[config.mk]
export PLATFORM = sky130hd
export DESIGN_NAME = csw_decode
export DESIGN_NICKNAME = d
export VERILOG_FILES = /design/src/inc/csw_pkg.sv /design/src/verilog/csw_decode.sv
export SDC_FILE = /design/constraint.sdc
export NUM_CORES = 1
export LEC_CHECK = 0
export ABC_AREA = 1
export BUFFER_PORTS_ARGS = -buffer_cell sky130_fd_sc_hd__buf_2
export CORE_AREA = 2 2 153 140
export DETAILED_ROUTE_END_ITERATION = 10
export DIE_AREA = 0 0 155 142
export GPL_ROUTABILITY_DRIVEN = 0
export PLACE_DENSITY = 0.69
export SETUP_SLACK_MARGIN = 0.02
export SLEW_MARGIN = 20
export SYNTH_ARGS = -nofsm -noshare
export SYNTH_HDL_FRONTEND = slang
export SYNTH_SLANG_ARGS = --single-unit
[constraint.sdc]
create_clock -name i_clk -period 4.7 [get_ports i_clk]
set_input_delay 0.235 -clock i_clk [delete_from_list [all_inputs] [get_ports i_clk]]
set_output_delay 0.235 -clock i_clk [all_outputs]
set_load 0.02 [all_outputs]
[src/inc/csw_pkg.sv]
// Package for the stack-transfer / wait decoder block.
// Assumes a single 100 MHz clock domain and a byte-wide system bus.
package csw_pkg;
  localparam logic [7:0]  OP_INDEX_TO_STACK_PTR = 8'h94;
  localparam logic [7:0]  OP_WAIT               = 8'h8F;
  localparam logic [15:0] VECTOR_PAGE           = 16'hFF00;
  localparam logic [15:0] STACK_PTR_RESET       = 16'h00FF;
  localparam logic [15:0] PC_RESET              = 16'h0000;
  localparam logic [7:0]  VEC_LOW_IRQ           = 8'hF8;
  localparam int          CLK_PERIOD_NS         = 10;
  // Bus-cycle codes
  typedef enum logic [2:0] {
    CSW_CYC_FREE  = 3'h0,
    CSW_CYC_PROG  = 3'h1,
    CSW_CYC_READ  = 3'h2,
    CSW_CYC_PUSH  = 3'h3,
    CSW_CYC_POP   = 3'h4,
    CSW_CYC_VEC   = 3'h5,
    CSW_CYC_WRITE = 3'h6
  } csw_cyc_e;
  // Addressing modes used by the address generator
  typedef enum logic [2:0] {
    CSW_AM_REL        = 3'h0,
    CSW_AM_DIR        = 3'h1,
    CSW_AM_IX_PI      = 3'h2,
    CSW_AM_IX1_PI     = 3'h3,
    CSW_AM_SP1        = 3'h4,
    CSW_AM_SP2        = 3'h5
  } csw_am_e;
endpackage : csw_pkg

[src/verilog/csw_decode.sv]
// Decoder for stack-pointer transfer and wait, with bus-cycle sequencing
// and an effective-address generator for the listed operand modes.
// Assumes memory answers reads in the same cycle on i_rdata.
//
// Notes on behaviour
// - Opcode 94 loads stack_ptr with index pair minus one; 2 cycles.
// - Opcode 8F clears interrupt mask, then halts; at least 2 cycles.
// - A free cycle lasts one clock, needs no transfer, reads.
// - Vector cycles read page FFxx, high byte before low byte.
// - Branch target is next instruction plus signed 8-bit offset.
// - Direct mode: operand byte is low address, high byte zero.
// - Push writes exactly one byte; pop reads exactly one byte; this block issues neither.
// - Each program fetch reads the next location; PC advances by one.
// - Post-increment modes use index pair plus 0 or 8-bit offset.
// - Stack modes add unsigned 8-bit or 16-bit offset to stack_ptr.
`timescale 1ns/10ps
module csw_decode (
  // Clock and reset
  input  wire logic                 i_clk,
  input  wire logic                 i_rst_b,
  input  wire logic                 i_ce,
  // Instruction issue
  input  wire logic                 i_op_valid,
  input  wire logic [7:0]           i_opcode,
  input  wire logic [15:0]          i_index_pair,
  // Interrupt request pin
  input  wire logic                 i_irq,
  // Address generator request
  input  wire logic                 i_ea_req,
  input  wire csw_pkg::csw_am_e     i_ea_mode,
  input  wire logic [15:0]          i_ea_oper,
  input  wire logic [15:0]          i_next_pc,
  // Memory read data
  input  wire logic [7:0]           i_rdata,
  // System bus
  output logic [15:0]               o_addr,
  output logic                      o_rd,
  output logic                      o_wr,
  output logic [7:0]                o_wdata,
  output csw_pkg::csw_cyc_e         o_cyc,
  // CPU state
  output logic [15:0]               o_stack_ptr,
  output logic [15:0]               o_pc,
  output logic [15:0]               o_index_pair,
  output logic                      o_int_mask,
  output logic                      o_halted,
  output logic                      o_busy,
  output logic [15:0]               o_ea,
  output logic                      o_ea_valid
);
  typedef enum logic [5:0] {
    ST_IDLE  = 6'b000001,
    ST_FREE  = 6'b000010,
    ST_FETCH = 6'b000100,
    ST_HALT  = 6'b001000,
    ST_VECH  = 6'b010000,
    ST_VECL  = 6'b100000
  } csw_st_e;

  csw_st_e      st_ff, nxt_st;
  logic         is_txs_ff, nxt_is_txs;
  logic [15:0]  sp_ff, pc_ff, hx_ff, addr_ff, ea_ff;
  logic         imask_ff, rd_ff, ea_v_ff;
  logic         busy_ff, halted_ff;
  logic [7:0]   vech_ff;
  csw_pkg::csw_cyc_e cyc_ff;
  logic         irq_s1_ff, irq_s2_ff;

  wire logic dec_txs  = i_op_valid &&
                        (i_opcode == csw_pkg::OP_INDEX_TO_STACK_PTR);
  wire logic dec_wait = i_op_valid && (i_opcode == csw_pkg::OP_WAIT);
  wire logic wake     = irq_s2_ff && !imask_ff;
  wire logic [15:0] hx_m1 = i_index_pair - 16'h0001;
  wire logic [15:0] rel_sx = {{8{i_ea_oper[7]}}, i_ea_oper[7:0]};

  // Effective address per mode
  logic [15:0] ea_calc;
  always_comb begin
    ea_calc = 16'h0000;
    unique case (i_ea_mode)
      csw_pkg::CSW_AM_REL:    ea_calc = i_next_pc + rel_sx;
      csw_pkg::CSW_AM_DIR:    ea_calc = {8'h00, i_ea_oper[7:0]};
      csw_pkg::CSW_AM_IX_PI:  ea_calc = hx_ff;
      csw_pkg::CSW_AM_IX1_PI:
        ea_calc = hx_ff + {8'h00, i_ea_oper[7:0]};
      csw_pkg::CSW_AM_SP1:
        ea_calc = sp_ff + {8'h00, i_ea_oper[7:0]};
      csw_pkg::CSW_AM_SP2:    ea_calc = sp_ff + i_ea_oper;
      default:                ea_calc = 16'h0000;
    endcase
  end
  wire logic ea_postinc = i_ea_req &&
    (i_ea_mode == csw_pkg::CSW_AM_IX_PI || i_ea_mode == csw_pkg::CSW_AM_IX1_PI);

  always_comb begin
    nxt_st = st_ff;
    nxt_is_txs = is_txs_ff;
    unique case (st_ff)
      ST_IDLE: begin
        if (dec_txs || dec_wait) begin
          nxt_st = ST_FREE;
          nxt_is_txs = dec_txs;
        end
      end
      ST_FREE:  nxt_st = ST_FETCH;
      ST_FETCH: nxt_st = is_txs_ff ? ST_IDLE : ST_HALT;
      ST_HALT:  nxt_st = wake ? ST_VECH : ST_HALT;
      ST_VECH:  nxt_st = ST_VECL;
      ST_VECL:  nxt_st = ST_IDLE;
      default:  nxt_st = ST_IDLE;
    endcase
  end

  // Synchroniser for the interrupt pin
  always_ff @(posedge i_clk or negedge i_rst_b) begin
    if (!i_rst_b) begin
      irq_s1_ff <= 1'b0;
      irq_s2_ff <= 1'b0;
    end else if (i_ce) begin
      irq_s1_ff <= i_irq;
      irq_s2_ff <= irq_s1_ff;
    end
  end

  always_ff @(posedge i_clk or negedge i_rst_b) begin
    if (!i_rst_b) begin
      st_ff     <= ST_IDLE;
      is_txs_ff <= 1'b0;
      busy_ff   <= 1'b0;
      halted_ff <= 1'b0;
    end else if (i_ce) begin
      st_ff     <= nxt_st;
      is_txs_ff <= nxt_is_txs;
      // Registered so the status pins settle with the state, not after it
      busy_ff   <= (nxt_st != ST_IDLE);
      halted_ff <= (nxt_st == ST_HALT);
    end
  end

  // Architectural registers; condition codes other than the mask untouched
  always_ff @(posedge i_clk or negedge i_rst_b) begin
    if (!i_rst_b) begin
      sp_ff    <= csw_pkg::STACK_PTR_RESET;
      pc_ff    <= csw_pkg::PC_RESET;
      hx_ff    <= 16'h0000;
      imask_ff <= 1'b1;
      vech_ff  <= 8'h00;
    end else if (i_ce) begin
      if (st_ff == ST_IDLE && dec_txs)
        sp_ff <= hx_m1;
      if (st_ff == ST_IDLE && dec_wait)
        imask_ff <= 1'b0;
      else if (st_ff == ST_VECH)
        imask_ff <= 1'b1;
      if (st_ff == ST_IDLE && i_op_valid)
        hx_ff <= i_index_pair;
      else if (ea_postinc)
        hx_ff <= hx_ff + 16'h0001;
      if (st_ff == ST_FETCH)
        pc_ff <= pc_ff + 16'h0001;
      else if (st_ff == ST_VECH)
        vech_ff <= i_rdata;
      else if (st_ff == ST_VECL)
        pc_ff <= {vech_ff, i_rdata};
    end
  end

  // Bus outputs registered for the next state's cycle
  csw_pkg::csw_cyc_e nxt_cyc;
  logic [15:0] nxt_addr;
  always_comb begin
    nxt_cyc  = csw_pkg::CSW_CYC_FREE;
    nxt_addr = addr_ff;
    unique case (nxt_st)
      ST_FREE:  nxt_cyc = csw_pkg::CSW_CYC_FREE;
      ST_FETCH: begin
        nxt_cyc  = csw_pkg::CSW_CYC_PROG;
        nxt_addr = pc_ff;
      end
      ST_VECH: begin
        nxt_cyc  = csw_pkg::CSW_CYC_VEC;
        nxt_addr = csw_pkg::VECTOR_PAGE | {8'h00, csw_pkg::VEC_LOW_IRQ};
      end
      ST_VECL: begin
        nxt_cyc  = csw_pkg::CSW_CYC_VEC;
        nxt_addr = csw_pkg::VECTOR_PAGE |
                   {8'h00, csw_pkg::VEC_LOW_IRQ + 8'h01};
      end
      default:  nxt_cyc = csw_pkg::CSW_CYC_FREE;
    endcase
  end

  always_ff @(posedge i_clk or negedge i_rst_b) begin
    if (!i_rst_b) begin
      cyc_ff  <= csw_pkg::CSW_CYC_FREE;
      addr_ff <= 16'h0000;
      rd_ff   <= 1'b1;
      ea_ff   <= 16'h0000;
      ea_v_ff <= 1'b0;
    end else if (i_ce) begin
      cyc_ff  <= nxt_cyc;
      addr_ff <= nxt_addr;
      rd_ff   <= 1'b1;  // Every cycle here is a read; no push or pop yet
      ea_v_ff <= i_ea_req;
      if (i_ea_req)
        ea_ff <= ea_calc;
    end
  end

  assign o_addr       = addr_ff;
  assign o_rd         = rd_ff;
  assign o_wr         = 1'b0; // this block issues no push beats
  assign o_wdata      = 8'h00;
  assign o_cyc        = cyc_ff;
  assign o_stack_ptr  = sp_ff;
  assign o_pc         = pc_ff;
  assign o_index_pair = hx_ff;
  assign o_int_mask   = imask_ff;
  assign o_halted     = halted_ff;
  assign o_busy       = busy_ff;
  assign o_ea         = ea_ff;
  assign o_ea_valid   = ea_v_ff;

  // Checks on internal state; the bench only sees the registered pins
  a_txs_load: assert property (
    @(posedge i_clk) disable iff (!i_rst_b)
    (i_ce && st_ff == ST_IDLE && dec_txs) |=> sp_ff == $past(hx_m1))
    else $error("stack_ptr not loaded from index pair minus one");
  a_txs_two_cyc: assert property (
    @(posedge i_clk) disable iff (!i_rst_b)
    (i_ce && st_ff == ST_IDLE && dec_txs) ##1 i_ce [*2]
      |=> st_ff == ST_IDLE)
    else $error("transfer did not finish in two cycles");
  a_txs_mask: assert property (
    @(posedge i_clk) disable iff (!i_rst_b)
    (i_ce && st_ff == ST_IDLE && dec_txs) |=> imask_ff == $past(imask_ff))
    else $error("transfer changed the interrupt mask");
  a_ignore_op: assert property (
    @(posedge i_clk) disable iff (!i_rst_b)
    (i_ce && st_ff == ST_IDLE && i_op_valid && !dec_txs && !dec_wait)
      |=> st_ff == ST_IDLE && sp_ff == $past(sp_ff))
    else $error("unsupported opcode was acted on");
  a_busy_out: assert property (
    @(posedge i_clk) disable iff (!i_rst_b)
    o_busy == (st_ff != ST_IDLE))
    else $error("busy pin out of step with sequencer");
  a_wait_mask: assert property (
    @(posedge i_clk) disable iff (!i_rst_b)
    (i_ce && st_ff == ST_IDLE && dec_wait) |=> !imask_ff)
    else $error("wait did not clear interrupt mask");
  a_wait_halt: assert property (
    @(posedge i_clk) disable iff (!i_rst_b)
    (i_ce && st_ff == ST_IDLE && dec_wait) ##1 i_ce [*2]
      |=> st_ff == ST_HALT)
    else $error("wait did not halt after free and fetch");
  a_halt_out: assert property (
    @(posedge i_clk) disable iff (!i_rst_b)
    o_halted == (st_ff == ST_HALT))
    else $error("halted pin out of step with sequencer");
  a_free_read: assert property (
    @(posedge i_clk) disable iff (!i_rst_b)
    (st_ff == ST_FREE)
      |-> (o_cyc == csw_pkg::CSW_CYC_FREE && o_rd && !o_wr))
    else $error("free cycle not shown as read");
  a_vec_order: assert property (
    @(posedge i_clk) disable iff (!i_rst_b)
    (st_ff == ST_VECH) |-> o_addr[15:8] == 8'hFF && o_addr[0] == 1'b0)
    else $error("vector high byte not read first from top page");
  a_vec_low: assert property (
    @(posedge i_clk) disable iff (!i_rst_b)
    (st_ff == ST_VECL) |-> o_cyc == csw_pkg::CSW_CYC_VEC &&
      o_addr[15:8] == 8'hFF && o_addr[0] == 1'b1)
    else $error("vector low byte not read second from top page");
  a_vec_pc: assert property (
    @(posedge i_clk) disable iff (!i_rst_b)
    (i_ce && st_ff == ST_VECH) ##1 (i_ce && st_ff == ST_VECL)
      |=> pc_ff == {$past(i_rdata, 2), $past(i_rdata)})
    else $error("vector bytes not joined high then low");
  a_rel_target: assert property (
    @(posedge i_clk) disable iff (!i_rst_b)
    (i_ce && i_ea_req && i_ea_mode == csw_pkg::CSW_AM_REL)
      |=> o_ea == $past(i_next_pc) +
          {{8{$past(i_ea_oper[7])}}, $past(i_ea_oper[7:0])})
    else $error("branch target not next address plus signed offset");
  a_dir_page: assert property (
    @(posedge i_clk) disable iff (!i_rst_b)
    (i_ce && i_ea_req && i_ea_mode == csw_pkg::CSW_AM_DIR)
      |=> o_ea[15:8] == 8'h00 && o_ea_valid)
    else $error("direct address high byte not zero");
  a_pc_step: assert property (
    @(posedge i_clk) disable iff (!i_rst_b)
    (i_ce && st_ff == ST_FETCH) |=> pc_ff == $past(pc_ff) + 16'h0001)
    else $error("program counter did not advance by one");
  a_fetch_addr: assert property (
    @(posedge i_clk) disable iff (!i_rst_b)
    (st_ff == ST_FETCH)
      |-> o_cyc == csw_pkg::CSW_CYC_PROG && o_addr == pc_ff)
    else $error("program fetch not at current program counter");
  a_postinc: assert property (
    @(posedge i_clk) disable iff (!i_rst_b)
    (i_ce && ea_postinc && !(st_ff == ST_IDLE && i_op_valid))
      |=> hx_ff == $past(hx_ff) + 16'h0001)
    else $error("index pair not incremented after access");
  a_ix1_sum: assert property (
    @(posedge i_clk) disable iff (!i_rst_b)
    (i_ce && i_ea_req && i_ea_mode == csw_pkg::CSW_AM_IX1_PI)
      |=> o_ea == $past(hx_ff) + {8'h00, $past(i_ea_oper[7:0])})
    else $error("indexed offset address not index pair plus offset");
  a_sp1_sum: assert property (
    @(posedge i_clk) disable iff (!i_rst_b)
    (i_ce && i_ea_req && i_ea_mode == csw_pkg::CSW_AM_SP1)
      |=> o_ea == $past(sp_ff) + {8'h00, $past(i_ea_oper[7:0])})
    else $error("stack 8-bit offset address wrong");
  a_sp2_sum: assert property (
    @(posedge i_clk) disable iff (!i_rst_b)
    (i_ce && i_ea_req && i_ea_mode == csw_pkg::CSW_AM_SP2)
      |=> o_ea == $past(sp_ff) + $past(i_ea_oper))
    else $error("stack 16-bit offset address wrong");
  a_halt_hold: assert property (
    @(posedge i_clk) disable iff (!i_rst_b)
    (st_ff == ST_HALT && !(irq_s2_ff && !imask_ff)) |=> st_ff == ST_HALT)
    else $error("left halt without unmasked interrupt");
endmodule : csw_decode

==> impl_metrics.ini <==
[logic_synthesis]
synth_edf_count = 0
synthTopCellsByCount = nand2_1, inv_1, nand3_1
synthFlopType = dfrtp_1
yosysTopAreaCell = dfrtp_1
synth.most_common_cell = nand2_1
synth_top_area_share_pct = 29.1
ys_seq_elements = 103
ys_seq_area_share_pct = 32.3
async_flop_share_pct = 100
syn-mean-instance-area_um2 = 6.76
synth_area_um2 = 8010
yosysWarnings = 0
postSynthCellCount = 1185
synth.distinct_cells = 55
synthTopCellsByArea = dfrtp_1, nand2_1, inv_1

[timing]
period_share_pct = 58.4
post-route-min-period_ps = 2750
finalClockSkew_ps = 9.76
setup_violations = 0
tightest_slew_ps = 820
timing.fmax_mhz = 364
setup_ws_ps = 1950
maxSlewHeadroom_pct = 45.2
drv_slew = 0
final-hold-violation-count = 0
rsz0062_at_grt = false
final.setup.tns_ps = 0

[placement]
dp_hpwl_mm = 19.8
pre_cts_slack_ps = 2050
io_buffers = 158

[pwr]
p_int_mw = 1.81
swShare_pct = 43.5
switching_power_mw = 1.39
clkPwrFrac_pct = 23.7
ir_drop_mv = 0.185
p_comb_share_pct = 38.7
total_power_mw = 3.19
p_leak_nw = 5.08
power_density_nw_per_um2 = 343
seq_power_share_pct = 37.6

[worst_setup_path]
critPathCaptureType = flop
cp_slowest_cell = dfstp_2
cp.required_ps = 4960
worst-path-max-fanout = 27
worstSetupStartpoint = st_ff[0]
cp-endpoint = o_index_pair[15]
crit_chain = inv_1 > nor2_1 > nand3_2 > nor2_4 > inv_2 > o22ai_4 > inv_2 > a21oi_1 > o21ai_1 > o21ai_0
worst-r2r-setup-slack_ps = 1950
r2r_start = st_ff[0]
r2r-end = o_index_pair[15]
cp_slowest_stage_delay_ps = 550
cp.arrival_ps = 3010
r2r_cells = 10
crit_type = reg2reg
cp_common_cell = inv_2
crit_path_start_kind = flop

[global_route]
grt_max_degree = 76
grt.overflow.total = 0
grt_pass1_wl_mm = 40.0
grt_use_total_pct = 22.8
grt_pass1_vias = 7827
grt_antenna_before_repair = 4

[route]
firstDrtPassIters = 5
drc = 0
drt-initial-drc-count = 562
routed_wl_mm = 24.7
ant_nets = 0
num_vias = 8412
wl_per_cell_um = 15.4
routed_via_density = 5.25

[clock_network]
tritoncts = yes
htreeDepth = 3
cts_num_sinks = 103
clk-insertion-delay-late_ps = 360
cts-buffers-inserted = 9
clk_pin_slew_ps = 70
cts_root_buf = clkbuf_16
clockBufferDepth = 2

[run_status]
run_status = finished, final reports clean

[finish]
drive_gt1_share_pct = 16.6
final.fill_count = 2131
area_growth_pct = 16.3
layout.nets = 1452
fin_util_pct = 45.5

[run]
maxCapViolations = 0

[floorplanning]
die_x_um = 155
initial_core_util_pct = 39.1
die_area_um2 = 22000
fp.coreArea_um2 = 20500
rows = 50
io_pins = 170
die_h_um = 142

[hold_path]
hp-class = in2reg
## stage by stage
stage / hold slack [ps] / cell area [um2] / instances
finish: 88.4 / 9320 / 1603
global route: 124 / 9320 / 1603
CTS: 87.2 / 9290 / 1599
detailed placement: 460 / 9000 / 1583
global placement: 455 / 9000 / 1583
floorplan: -60.6 / 8040 / 1194
## per-layer routing
layer,part of all wire (%),global-route usage (%),wire length (um),vias to the layer above
li1,-,-,-,4174
met1,47,34.3,11700,3880
met2,43,33.8,10500,315
met3,7.3,2.47,1790,41
met4,2.5,8.43,618,2
met5,0.053,0,13,-
## worst min path at each step
stage	startpoint	end	slack [ps]	depth (start not counted)
finish	i_irq	irq_s1_ff	90	3
global route	i_irq	irq_s1_ff	120	3
CTS	i_rst_b	o_index_pair[2]	90	1
detailed placement	o_ea[3]	o_ea[3]	460	2
global placement	i_rst_b	o_index_pair[1]	460	1
floorplan	i_rst_b	irq_s1_ff	-60	0
## state kept, by name, indices dropped and copies added (netlist names), 2 cells and up
signal	count
o_pc	16
vech_ff	8
o_stack_ptr	16
o_index_pair	16
o_cyc	2
st_ff	6
o_ea	16
o_addr	16
## logic make-up after synthesis
group	synth area share, %
flip-flops	32.3
AO/OA/AOI/OAI	14.0
multiplexers	0.812
XOR/XNOR	2.19
buffers and inverters	10.1
AND/OR/NAND/NOR	33.3
other	0.0938
adder cells (fa/ha/maj)	7.16
## area by class of cell
cell class	count	area, um2	share of cell area [%]
multi-input cells	893	4640	49.8
flip-flops and latches	103	2590	27.8
well taps	260	325	3.49
diodes	3	7.51	0.0806
repair buffers	163	837	8.99
clock inverters	7	67.6	0.725
clock buffers	9	225	2.42
inverters	165	621	6.66
## repair_timing
action,4_1_cts,5_1_grt
hold endpoints to repair,0,31
gates resized for setup,0,0
setup buffers,0,0
hold buffers,0,1
## power by group through the flow
stage	Combinational, mW	Sequential [mW]	Clock (mW)
finish	1.24	1.20	0.757
global route	1.39	1.22	0.806
CTS	1.23	1.19	0.769
detailed placement	1.22	1.21	0
global placement	1.20	1.21	0
floorplan	0.692	1.31	0
## worst max-delay path: cells and delay by family, from the launching register on
family,cells,cell delay [ps]
DFF,1,550
AOI/OAI and AO/OA,4,920
and+or+nand+nor,3,710
buffers and inverters,3,460
## cell usage in the layout, fill, tap and decap left out, drive strengths merged, types with 4 or more instances in the layout
| cell type | instances |
|---|---|
| nand2 | 339 |
| inv | 166 |
| buf | 162 |
| nand3 | 109 |
| nor2 | 103 |
| dfrtp | 93 |
| o21ai | 79 |
| a21oi | 65 |
| ha | 41 |
| nand4 | 22 |
| xor2 | 17 |
| nor3 | 17 |
| nand3b | 11 |
| conb | 11 |
| or2 | 10 |
| dfstp | 10 |
| clkbuf | 9 |
| o22ai | 9 |
| a22oi | 8 |
| a31oi | 7 |
| o211ai | 6 |
| a21boi | 6 |
| mux2 | 4 |
| o31ai | 4 |
Note: power is estimated with default switching activity, not from simulation.
